`config.mk`:
```
export PLATFORM = sky130hd
export DESIGN_NAME = fspg_top
export DESIGN_NICKNAME = d
export VERILOG_FILES = /design/src/hdl/fspg_pkg.sv /design/src/hdl/fspg_top.sv
export VERILOG_INCLUDE_DIRS = /design/src /design/src/hdl
export SDC_FILE = /design/constraint.sdc
export NUM_CORES = 1
export LEC_CHECK = 0
export ABC_CLOCK_PERIOD_IN_PS = 4200
export BUFFER_PORTS_ARGS = -buffer_cell sky130_fd_sc_hd__buf_2
export CAP_MARGIN = 20
export CORE_ASPECT_RATIO = 0.8
export CORE_MARGIN = 2
export CORE_UTILIZATION = 50
export DETAILED_ROUTE_END_ITERATION = 10
export GPL_ROUTABILITY_DRIVEN = 0
export GPL_TIMING_DRIVEN = 0
export PLACE_DENSITY = 0.81
export SYNTH_ARGS = -nofsm -noshare
export SYNTH_HDL_FRONTEND = slang
export SYNTH_SLANG_ARGS = --single-unit
export TNS_END_PERCENT = 10
```
`constraint.sdc`:
```
create_clock -name sys_clk -period 4.2 [get_ports sys_clk]
set_clock_uncertainty 0.2 [all_clocks]
set_input_delay 0.42 -clock sys_clk [delete_from_list [all_inputs] [get_ports sys_clk]]
set_output_delay 0.42 -clock sys_clk [all_outputs]
set_load 0.01 [all_outputs]
```
`src/hdl/fspg_consts.svh`:
```
// Purpose: constants for the flash self-program guard
// Assumes: word addressed flash, 16-bit word address
// Notes: offsets are byte addresses on the register bus
`ifndef FSPG_CONSTS_SVH
`define FSPG_CONSTS_SVH
`define FSPG_AW 16
`define FSPG_PAGE_LSB 7
`define FSPG_HALT_START 16'hf000
`define FSPG_REG_CTRL 8'h00
`define FSPG_REG_LOCK 8'h04
`define FSPG_REG_STAT 8'h08
`define FSPG_REG_FUSE 8'h0c
`define FSPG_CTRL_RST 8'h00
`define FSPG_LOCK_RST 4'hf
`define FSPG_FUSE_RST 2'h0
`define FSPG_SPM_WIN 3'h4
`define FSPG_PROG_T_US 4000
`define FSPG_CLK_MHZ 10
`define FSPG_PROG_CYC (`FSPG_PROG_T_US * `FSPG_CLK_MHZ)
`define FSPG_WB_OK 2'h0
`define FSPG_WB_ERR 2'h2
`endif

```
`src/hdl/fspg_pkg.sv`:
```
// Purpose: types for the flash self-program guard
// Assumes: fspg_consts.svh defines widths
// Notes: none
`include "fspg_consts.svh"
package fspg_pkg;
  typedef enum logic [1:0] {
    FSPG_OP_NONE, FSPG_OP_BUF, FSPG_OP_ERASE, FSPG_OP_WRITE
  } fspg_op_t;
  typedef struct packed {
    logic store;
    logic load;
    logic fetch;
    logic [`FSPG_AW-1:0] pc;
    logic [`FSPG_AW-1:0] z;
  } fspg_cpu_req_t;
  typedef struct packed {
    logic stall;
    logic load_ok;
    logic store_go;
    fspg_op_t op;
    logic [`FSPG_AW-1:0] page;
    logic irq_block;
    logic rww_bad;
  } fspg_cpu_rsp_t;
endpackage

```
`src/hdl/fspg_top.sv`:
```
// Purpose: flash self-program access guard with AXI4-Lite registers
// Assumes: CPU request struct is synchronous to sys_clk
// Notes: flash macro busy is counted here by a program-time counter
// Functional notes
// - Store ignored when fetched from application
// - Boot-part store may target any page
// - Boundary from fuses; per-part lock pair
// - Concurrent-part program keeps CPU running
// - Halting-part program stalls CPU throughout
// - Halt depends on target page only
// - Boot part always inside halting part
// - Busy flag one while concurrent blocked
// - Two independent lock pairs held
// - Locks only program to 0; chip erase restores
// - General lock modes do not restrict
// - Application mode 1 unrestricted
// - Application modes 2,3 block store
// - Application modes 3,4 block boot loads
// - Application modes 3,4 mask application irqs
// - Boot mode 1 unrestricted
// - Boot modes 2,3 block store
// - Boot modes 3,4 block application loads
// - Boot modes 3,4 mask boot irqs
// - Lock bit 1 unprogrammed, 0 programmed
// - Busy set on concurrent-part program start
// - Reenable with enable, store within four
// - Target page from upper Z bits
`timescale 1ns/1ps
`include "fspg_consts.svh"
module fspg_top #(
  parameter int PROG_CYC = `FSPG_PROG_CYC
) (
  input wire logic sys_clk,
  input wire logic arst_n,
  input wire fspg_pkg::fspg_cpu_req_t cpu_req,
  output fspg_pkg::fspg_cpu_rsp_t cpu_rsp,
  input wire logic chip_erase,
  input wire logic ivec_in_boot,
  input wire logic general_lock_n,
  input wire logic [7:0] s_axi_awaddr,
  input wire logic s_axi_awvalid,
  output logic s_axi_awready,
  input wire logic [31:0] s_axi_wdata,
  input wire logic [3:0] s_axi_wstrb,
  input wire logic s_axi_wvalid,
  output logic s_axi_wready,
  output logic [1:0] s_axi_bresp,
  output logic s_axi_bvalid,
  input wire logic s_axi_bready,
  input wire logic [7:0] s_axi_araddr,
  input wire logic s_axi_arvalid,
  output logic s_axi_arready,
  output logic [31:0] s_axi_rdata,
  output logic [1:0] s_axi_rresp,
  output logic s_axi_rvalid,
  input wire logic s_axi_rready
);
  import fspg_pkg::*;

  // Control bits: [4] reenable [2] write [1] erase [0] enable
  logic [7:0] ctrl_reg;
  logic [3:0] lock_reg;
  logic [1:0] fuse_reg;
  logic busy_reg;
  logic halt_tgt_reg;
  logic [31:0] prog_cnt_reg;
  logic [2:0] win_reg;
  logic [7:0] aw_addr_reg;
  logic aw_have_reg;
  logic [31:0] w_data_reg;
  logic [3:0] w_strb_reg;
  logic w_have_reg;
  logic [`FSPG_AW-1:0] boot_start;
  logic pc_boot, z_boot, z_halt, pc_halt_ok;
  logic app_store_ok, app_load_ok, boot_store_ok, boot_load_ok;
  logic store_ok, load_ok, store_go, prog_busy, wr_fire;
  fspg_op_t op;

  // Boot part start from fuses: 512..4K words from top
  always_comb begin
    unique case (fuse_reg)
      2'h0: boot_start = 16'hf000;
      2'h1: boot_start = 16'hf800;
      2'h2: boot_start = 16'hfc00;
      default: boot_start = 16'hfe00;
    endcase
  end

  // Part decode; fuse range never starts below halting start
  assign pc_boot = cpu_req.pc >= boot_start;
  assign z_boot = cpu_req.z >= boot_start;
  assign z_halt = cpu_req.z >= `FSPG_HALT_START;
  assign pc_halt_ok = cpu_req.pc >= `FSPG_HALT_START;

  // Lock decode, 0 means programmed; general lock unused here
  assign app_store_ok = lock_reg[0];
  assign app_load_ok = lock_reg[1] || !pc_boot;
  assign boot_store_ok = lock_reg[2];
  assign boot_load_ok = lock_reg[3] || pc_boot;

  assign store_ok = pc_boot &&
    (z_boot ? boot_store_ok : app_store_ok);
  assign load_ok = z_boot ? boot_load_ok : app_load_ok;
  assign prog_busy = prog_cnt_reg != 32'h0;

  // Armed command picks the operation
  always_comb begin
    op = FSPG_OP_NONE;
    if (ctrl_reg[2])
      op = FSPG_OP_WRITE;
    else if (ctrl_reg[1])
      op = FSPG_OP_ERASE;
    else if (!ctrl_reg[4])
      op = FSPG_OP_BUF;
  end

  // Forbidden store starts nothing
  assign store_go = cpu_req.store && win_reg != 3'h0 &&
    store_ok && !prog_busy;

  // Program-time counter for erase or write
  always_ff @(posedge sys_clk or negedge arst_n) begin
    if (!arst_n) begin
      prog_cnt_reg <= 32'h0;
    end else if (store_go &&
        (op == FSPG_OP_ERASE || op == FSPG_OP_WRITE)) begin
      prog_cnt_reg <= 32'(PROG_CYC);
    end else if (prog_busy) begin
      prog_cnt_reg <= prog_cnt_reg - 32'h1;
    end
  end

  // Target part latched at launch; Z may move while the flash works
  always_ff @(posedge sys_clk or negedge arst_n) begin
    if (!arst_n) begin
      halt_tgt_reg <= 1'b0;
    end else if (store_go &&
        (op == FSPG_OP_ERASE || op == FSPG_OP_WRITE)) begin
      halt_tgt_reg <= z_halt;
    end
  end

  // Busy flag: set wins over reenable clear
  always_ff @(posedge sys_clk or negedge arst_n) begin
    if (!arst_n) begin
      busy_reg <= 1'b0;
    end else if (store_go && !z_halt &&
        (op == FSPG_OP_ERASE || op == FSPG_OP_WRITE)) begin
      busy_reg <= 1'b1;
    end else if (cpu_req.store && win_reg != 3'h0 && pc_boot &&
        ctrl_reg[4] && !prog_busy) begin
      busy_reg <= 1'b0;
    end
  end

  // Store enable window of four cycles
  always_ff @(posedge sys_clk or negedge arst_n) begin
    if (!arst_n) begin
      win_reg <= 3'h0;
      ctrl_reg <= `FSPG_CTRL_RST;
    end else if (wr_fire && aw_addr_reg == `FSPG_REG_CTRL &&
        w_strb_reg[0] && w_data_reg[0] && !prog_busy) begin
      win_reg <= `FSPG_SPM_WIN;
      ctrl_reg <= {3'h0, w_data_reg[4:0]};
    end else if (cpu_req.store && win_reg != 3'h0) begin
      win_reg <= 3'h0;
      ctrl_reg <= `FSPG_CTRL_RST;
    end else if (win_reg != 3'h0) begin
      win_reg <= win_reg - 3'h1;
      if (win_reg == 3'h1)
        ctrl_reg <= `FSPG_CTRL_RST;
    end
  end

  // Locks only clear to 0 by software; chip erase sets all
  always_ff @(posedge sys_clk or negedge arst_n) begin
    if (!arst_n) begin
      lock_reg <= `FSPG_LOCK_RST;
    end else if (chip_erase) begin
      lock_reg <= `FSPG_LOCK_RST;
    end else if (wr_fire && aw_addr_reg == `FSPG_REG_LOCK &&
        w_strb_reg[0]) begin
      lock_reg <= lock_reg & w_data_reg[3:0];
    end
  end

  // Fuses stand for the programmer port
  always_ff @(posedge sys_clk or negedge arst_n) begin
    if (!arst_n) begin
      fuse_reg <= `FSPG_FUSE_RST;
    end else if (wr_fire && aw_addr_reg == `FSPG_REG_FUSE &&
        w_strb_reg[0]) begin
      fuse_reg <= w_data_reg[1:0];
    end
  end

  // CPU response, registered; page from upper Z bits
  always_ff @(posedge sys_clk or negedge arst_n) begin
    if (!arst_n) begin
      cpu_rsp <= '0;
    end else begin
      cpu_rsp.stall <= prog_busy && halt_tgt_reg;
      cpu_rsp.load_ok <= cpu_req.load && load_ok;
      cpu_rsp.store_go <= store_go;
      cpu_rsp.op <= store_go ? op : FSPG_OP_NONE;
      cpu_rsp.page <= {cpu_req.z[`FSPG_AW-1:`FSPG_PAGE_LSB],
        {`FSPG_PAGE_LSB{1'b0}}};
      cpu_rsp.irq_block <=
        (!lock_reg[1] && ivec_in_boot && !pc_boot) ||
        (!lock_reg[3] && !ivec_in_boot && pc_boot);
      cpu_rsp.rww_bad <= busy_reg &&
        ((cpu_req.fetch && !pc_halt_ok) ||
         (cpu_req.load && !z_halt));
    end
  end

  // AXI write side: address and data in either order
  assign wr_fire = aw_have_reg && w_have_reg && !s_axi_bvalid;
  always_ff @(posedge sys_clk or negedge arst_n) begin
    if (!arst_n) begin
      aw_have_reg <= 1'b0;
      w_have_reg <= 1'b0;
      aw_addr_reg <= 8'h00;
      w_data_reg <= 32'h0;
      w_strb_reg <= 4'h0;
      s_axi_awready <= 1'b0;
      s_axi_wready <= 1'b0;
      s_axi_bvalid <= 1'b0;
      s_axi_bresp <= `FSPG_WB_OK;
    end else begin
      s_axi_awready <= !aw_have_reg && !s_axi_awready &&
        s_axi_awvalid;
      s_axi_wready <= !w_have_reg && !s_axi_wready && s_axi_wvalid;
      if (s_axi_awready && s_axi_awvalid) begin
        aw_have_reg <= 1'b1;
        aw_addr_reg <= {s_axi_awaddr[7:2], 2'h0};
      end
      if (s_axi_wready && s_axi_wvalid) begin
        w_have_reg <= 1'b1;
        w_data_reg <= s_axi_wdata;
        w_strb_reg <= s_axi_wstrb;
      end
      if (wr_fire) begin
        aw_have_reg <= 1'b0;
        w_have_reg <= 1'b0;
        s_axi_bvalid <= 1'b1;
        s_axi_bresp <= (aw_addr_reg == `FSPG_REG_CTRL ||
          aw_addr_reg == `FSPG_REG_LOCK ||
          aw_addr_reg == `FSPG_REG_FUSE) ? `FSPG_WB_OK : `FSPG_WB_ERR;
      end else if (s_axi_bvalid && s_axi_bready) begin
        s_axi_bvalid <= 1'b0;
      end
    end
  end

  // AXI read side; status shows general lock, halt, program busy and busy
  always_ff @(posedge sys_clk or negedge arst_n) begin
    if (!arst_n) begin
      s_axi_arready <= 1'b0;
      s_axi_rvalid <= 1'b0;
      s_axi_rdata <= 32'h0;
      s_axi_rresp <= `FSPG_WB_OK;
    end else begin
      s_axi_arready <= !s_axi_arready && !s_axi_rvalid &&
        s_axi_arvalid;
      if (s_axi_arready && s_axi_arvalid) begin
        s_axi_rvalid <= 1'b1;
        s_axi_rresp <= `FSPG_WB_OK;
        unique case ({s_axi_araddr[7:2], 2'h0})
          `FSPG_REG_CTRL: s_axi_rdata <= {24'h0, 1'b0, busy_reg,
            1'b0, ctrl_reg[4:1], prog_busy || win_reg != 3'h0};
          `FSPG_REG_LOCK: s_axi_rdata <= {28'h0, lock_reg};
          `FSPG_REG_STAT: s_axi_rdata <= {28'h0, general_lock_n,
            prog_busy && halt_tgt_reg, prog_busy, busy_reg};
          `FSPG_REG_FUSE: s_axi_rdata <= {30'h0, fuse_reg};
          default: begin
            s_axi_rdata <= 32'h0;
            s_axi_rresp <= `FSPG_WB_ERR;
          end
        endcase
      end else if (s_axi_rvalid && s_axi_rready) begin
        s_axi_rvalid <= 1'b0;
      end
    end
  end
endmodule

```
==> impl_metrics.toml, run 1 <==
[yosys]
synth_area_leaders = "dfrtp_1, buf_4, mux2_2, nand2_1, nor2_1"
ys_warn_count = 0
synth_area_leader_cell = "dfrtp_1"
syn_area_sq_um = 4362
ys.flop_type = "dfrtp_1"
synth.top_cell.area_share = 0.4934
synth_area_per_cell_sq_um = 10.61
ys_types = 58
synth_edf_count = 0
synthCells = 411
synth.most_common_cell = "dfrtp_1"
synth_commonest_cells = "dfrtp_1, buf_4, nand2_1, nor2_1, o21ai_0"
seq_area_frac_synth = 0.5175
synthArstFlopShare = 1.000
ys_ff_latch = 90

[power_and_ir_drop]
leakagePower_nw = 2.749
power_density_nw_per_um2 = 379.6
vdd_drop_max_v = 0.0002637

[finish]
final_cell_area_sq_um = 5410
fin_nets = 663
largest_register_ffs = 32
drive_above_1_share = 0.3149
fin_cells = 674
antenna_cells = 0
nFillCells = 701
synthToLayoutAreaGrowth_pct = 24.04
final_core_util = 0.6378

[clock_network]
htree_levels = 3
cts_buffers = 9
path_clk_slew_ns = 0.09
clockRootBuffer = "clkbuf_8"
clk_latency_ns = 0.36
cts_buffer_depth = 2
clock_sinks = 90
cts_tree = "built"

[outcome]
status = "completed"

[placement]
place_area_sq_um = 5110
placed_cells = 648
hpwl_um = 6949
io_buffers = 90

[sta]
relSlewSlack = 0.3425
finalSetupViolations = 0
fmax_mhz = 298.3
hold_viol = 0
fin_crit_sh = 0.7982
fin_setup_tns_ns = 0
fin_crit_ns = 3.352
rsz0062_at_grt = "no"
worst_pin_slew_ns = 0.9779
slew_viol_final = 0

[setup_path]
required_ns = 4.25
crit_fanout = 9
critPathKind = "register to register"
cp-start-kind = "register"
cp-end-kind = "register"
arrival_ns = 3.41

[die]
core_area_sq_um = 8483
die_width_um = 108.4
num_rows = 30
start_util = 0.5142
die-area_sq_um = 9492
die_h_um = 87.54
num_io_pins = 161

[routing]
via_per_inst = 5.019
ant_nets = 0
drt_pass1_iterations = 4
post_drt_wl_per_cell_um = 13.89
vias = 3383
drc_errors = 0
routed_wl_um = 9363
drt_iter0_markers = 190

[global_route]
grt_start_max_net_pins = 74
antenna_found_initial = 0
grt_pass1_vias = 3280
track_usage = 0.2090
overflow = 0
grt_pass1_wl_um = 15350

[hold_path]
min_path_type = "input pin to register"

[run]
cap_violations = 0
[area by class of cell]
class	count	area (sq um)	area share
buffer	38	289.0	0.05342
timing repair buffer	101	580.6	0.1073
tap	112	140.1	0.02590
clock inverter	2	37.54	0.006938
clock buffer	14	162.7	0.03006
inverter	21	78.83	0.01457
sequential	90	2257	0.4172
multi-input combinational	296	1864	0.3446
[layout by cell type (no fill, tap or decap), types with 3 or more instances in the layout]
cell           Yosys  final
nand2_1           34     34
nor2b_1            5      5
or4_1              3      3
mux2i_1            3      3
ha_1               9      9
buf_2              0     89
inv_1             21     21
nor3_1            16     16
xnor2_1           14     14
xor2_1            14     14
nand3_1           11     11
o31ai_1            3      3
or3_2              3      3
dfrtp_1           86     86
nor4_1            12     12
nand2b_1           7      7
clkbuf_8           0     11
mux2_2            14     14
dlygate4sd3_1      0     10
nand3b_1           3      3
clkbuf_1           1      4
nor3b_1            3      3
dfstp_2            4      4
o21ai_0           23     23
nand4_1            4      4
conb_1             1     35
a21oi_1            9      9
nor2_1            33     33
buf_4             35     36
or4_4              3      3
[cells by family (layout without fill, tap and decap cells)]
kind of cell	after synthesis	after routing	synth area share
other	1	35	0.0008598
muxes	19	19	0.05077
AOI/OAI and AO/OA	49	49	0.06856
xor gates and xnor gates	28	28	0.05623
and+or+nand+nor	155	155	0.1936
adders and majority gates	10	10	0.02811
DFF	90	90	0.5175
buffers and inverters	59	176	0.08434
[timing repair]
action | in CTS | in global routing
endpoints found under the hold margin | 26 | 0
endpoints found under the setup margin | 0 | 0
gates resized for setup | 0 | 0
buffers inserted | 0 | 0
hold buffers | 10 | 0
[worst paths after layout]
check / start / end / slack [ns] / cells past startpoint
min: s_axi_bready / s_axi_bvalid / 0.02 / 2
min reg2reg: s_axi_wready / s_axi_wready / 0.25 / 1
max: prog_cnt_reg[8] / halt_tgt_reg / 0.85 / 7
max reg2reg: prog_cnt_reg[8] / halt_tgt_reg / 0.85 / 7
min in group asynchronous: arst_n / aw_addr_reg[5] / 0.27 / 2
max in group asynchronous: arst_n / lock_reg[1] / 2.90 / 3
[stage by stage]
step / hold WS, ns / power [mW] / setup slack, ns
after global routing: 0.01846 / 2.175 / 0.7111
after detailed placement: 0.1129 / 1.460 / 0.8647
after global placement: 0.2383 / 1.431 / 0.9191
after floorplan: -0.07559 / 1.315 / 1.161
final: 0.02493 / 2.054 / 0.8476
after CTS: 0.005299 / 2.074 / 0.8494
[critical path, stage by stage, from the launching register on]
cell and delay, ns:
dfrtp_1 0.45, or4_4 0.58, or4_4 0.55, buf_6 0.15
nor3_4 0.32, nand4_1 0.24, nor3_2 0.39, mux2_1 0.35
[power by group]
group	switching, mW	internal (mW)	leakage [nW]	total [mW]
registers	0.0850	0.975	1.15	1.06
logic	0.194	0.199	1.51	0.393
clock network	0.293	0.309	0.0969	0.601
[routing by layer]
layer / vias up / global-route usage / wire [um]
met4: 0 / 0.07459 / 146
met2: 118 / 0.3443 / 4443
met5: - / 0 / 0
li1: 1643 / - / -
met1: 1607 / 0.2692 / 4140
met3: 15 / 0.05580 / 632
No activity file was read; power rests on OpenSTA's default activity.
==> inputs of run 2 (changes only) <==
--- a/config.mk
+++ b/config.mk
@@ -6,16 +6,17 @@
 export SDC_FILE = /design/constraint.sdc
 export NUM_CORES = 1
 export LEC_CHECK = 0
-export ABC_CLOCK_PERIOD_IN_PS = 4200
+export ABC_AREA = 1
+export ABC_CLOCK_PERIOD_IN_PS = 2800
 export BUFFER_PORTS_ARGS = -buffer_cell sky130_fd_sc_hd__buf_2
 export CAP_MARGIN = 20
 export CORE_ASPECT_RATIO = 0.8
 export CORE_MARGIN = 2
-export CORE_UTILIZATION = 50
+export CORE_UTILIZATION = 46
 export DETAILED_ROUTE_END_ITERATION = 10
 export GPL_ROUTABILITY_DRIVEN = 0
 export GPL_TIMING_DRIVEN = 0
-export PLACE_DENSITY = 0.81
+export PLACE_DENSITY = 0.77
 export SYNTH_ARGS = -nofsm -noshare
 export SYNTH_HDL_FRONTEND = slang
 export SYNTH_SLANG_ARGS = --single-unit
==> constraint.sdc (replaced) <==
create_clock -name sys_clk -period 2.8 [get_ports sys_clk]
set_clock_uncertainty 0.2 [all_clocks]
set_input_delay 0.28 -clock sys_clk [delete_from_list [all_inputs] [get_ports sys_clk]]
set_output_delay 0.28 -clock sys_clk [all_outputs]
set_load 0.01 [all_outputs]
==> impl_metrics.toml, run 2 <==
[finish]
nFillCells = 871
largest_register_ffs = 32
layout_common_cells = "nand2_1, inv_1, buf_2"
synthToLayoutAreaGrowth_pct = 30.35
antenna_cells = 0
layout_commonest_cell = "nand2_1"
final_cell_area_sq_um = 6168
drive_above_1_share = 0.2287
fin_nets = 853

[yosys]
synth_edf_count = 0
synth.top_cell.area_share = 0.4548
ys_warn_count = 0
seq_area_frac_synth = 0.4770
synthCells = 581
synthArstFlopShare = 1.000
ys_types = 40
syn_area_sq_um = 4732
ys_ff_latch = 90
synth_area_leader_cell = "dfrtp_1"
synth_area_per_cell_sq_um = 8.145
ys.flop_type = "dfrtp_1"
synth.most_common_cell = "nand2_1"
synth_area_leaders = "dfrtp_1, nand2_1, inv_1, buf_4, nor2_1"
synth_commonest_cells = "nand2_1, inv_1, dfrtp_1, nor2_1, o21ai_0"

[die]
core_area_sq_um = 10120
start_util = 0.4678
num_rows = 33
die_h_um = 94.72
die_width_um = 117.4
die-area_sq_um = 11120
num_io_pins = 161

[routing]
drt_pass1_iterations = 4
drt_iter0_markers = 195
ant_nets = 0
drc_errors = 0
routed_wl_um = 10880
vias = 4186
post_drt_wl_per_cell_um = 12.20
via_per_inst = 4.693

[sta]
slew_viol_final = 0
fin_setup_tns_ns = 0
fmax_mhz = 458.9
hold_slack_ns = 0.01624
hold_viol = 0
rsz0062_at_grt = "no"
finalSetupViolations = 0
fin_crit_ns = 2.179
fin_crit_sh = 0.7783

[setup_path]
arrival_ns = 2.21
crit_fanout = 3
critPathTopFamily = "buffers and inverters"
cp-start-kind = "input pin"
critPathKind = "input pin to register"
crit_top_cell = "nand2_1"
slowest_stage = "dlygate4sd3_1"
cp-end-kind = "register"
required_ns = 2.83
worstPathCellList = "dlygate4sd3_1 -> buf_2 -> ha_1 -> o21ai_0 -> a21oi_1 -> nand2_1 -> nand2_1 -> nand2_1 -> and2_1 -> o21a_1"
crit_buf_inv = 2
slowest_delay_ns = 0.55

[power_and_ir_drop]
leakagePower_nw = 3.449
power_mw = 3.674
power_density_nw_per_um2 = 595.6
vdd_drop_max_v = 0.0005566

[clock_network]
cts_buffer_depth = 2
clock_sinks = 90
postCtsSetupRepairBufs = 0
cts_buffers = 9
clk_latency_ns = 0.35
cts_tree = "built"
clockRootBuffer = "clkbuf_16"
htree_levels = 3
path_clk_slew_ns = 0.06

[outcome]
status = "completed"

[global_route]
overflow = 0
antenna_found_initial = 0
grt_pass1_wl_um = 18400
track_usage = 0.2066
grt_pass1_vias = 4182
grt_start_max_net_pins = 61

[hold_path]
min_path_type = "input pin to register"

[placement]
hpwl_um = 8051
place_area_sq_um = 5520
io_buffers = 91

[run]
cap_violations = 0
-- run 2: cell count changes after synthesis, moves of 7 or more --
cell,change
mux2_2,-14
nand3_1,+19
nand4_1,+11
inv_1,+69
nand2b_1,-7
xnor2_1,-8
nor4_1,-11
o21ai_0,+16
nor3_1,-9
nor2_2,+8
nor2_1,+28
nand2_1,+89
-- run 2: where the power goes --
| part | internal [mW] | switching, mW | leakage, nW | total (mW) |
|---|---|---|---|---|
| Sequential | 1.46 | 0.0994 | 1.13 | 1.56 |
| Combinational | 0.275 | 0.397 | 2.14 | 0.672 |
| Clock | 0.909 | 0.531 | 0.176 | 1.44 |
-- run 2: stage by stage --
stage | setup WS [ns] | std cells | utilization
2_1_floorplan | 0.9336 | 615 | -
3_3_place_gp | 0.4541 | 846 | 0.5427
3_5_place_dp | 0.6778 | 847 | 0.5457
4_1_cts | 0.6681 | 892 | 0.6098
5_1_grt | 0.4725 | 892 | 0.6098
6_report | 0.6209 | 892 | 0.6098
-- run 2: layout make-up --
cell class,instances,area [sq um],area share
sequential,90,2257,0.3659
timing repair buffer,121,775.7,0.1258
tap,140,175.2,0.02840
inverter,92,345.3,0.05598
clock buffer,10,239.0,0.03874
buffer,40,296.5,0.04807
clock inverter,6,118.9,0.01927
multi-input combinational,393,1961,0.3178
-- run 2: cell families (layout without fill, tap and decap cells) --
logic type,count (synthesis),after routing,share of synthesized area
flip-flops,90,90,0.4770
AO/OA/AOI/OAI,62,62,0.07139
XOR/XNOR,20,20,0.03702
other,1,35,0.0007925
adder cells (fa/ha/maj),9,9,0.02380
buffers and inverters,132,269,0.1356
AND/OR/NAND/NOR,267,267,0.2544
-- run 2: worst paths after layout --
kind                       cells after the start         start                to  slack [ns]
max in group asynchronous                      3        arst_n       lock_reg[0]        1.49
hold / removal                                 3   cpu_req[33]        cpu_rsp[0]        0.02
min in group asynchronous                      2        arst_n  prog_cnt_reg[13]        0.23
setup / recovery                              10   cpu_req[11]       cpu_rsp[18]        0.62
hold reg to reg                                1  s_axi_wready      s_axi_wready        0.26
setup reg to reg                               9   fuse_reg[0]       cpu_rsp[18]        0.68
-- run 2: what timing repair did --
item                                    in CTS  in global routing
hold buffers                                29                  0
gates resized for setup                      0                  0
endpoints found under the setup margin       0                  0
hold endpoints to repair                    61                  0
-- run 2: worst min-delay path: cells and delay by family --
family,cells,cell delay (ns)
buf+inv,1,0.12
compound gates,1,0.06
simple gates,1,0.06
-- run 2: metal layers --
| layer | GRT usage | up-vias | part of all wire |
|---|---|---|---|
| met5 | 0 | - | 0 |
| met4 | 0.08434 | 0 | 0.018 |
| met3 | 0.05374 | 21 | 0.039 |
| met2 | 0.3826 | 86 | 0.53 |
| met1 | 0.2298 | 1992 | 0.42 |
| li1 | - | 2087 | - |
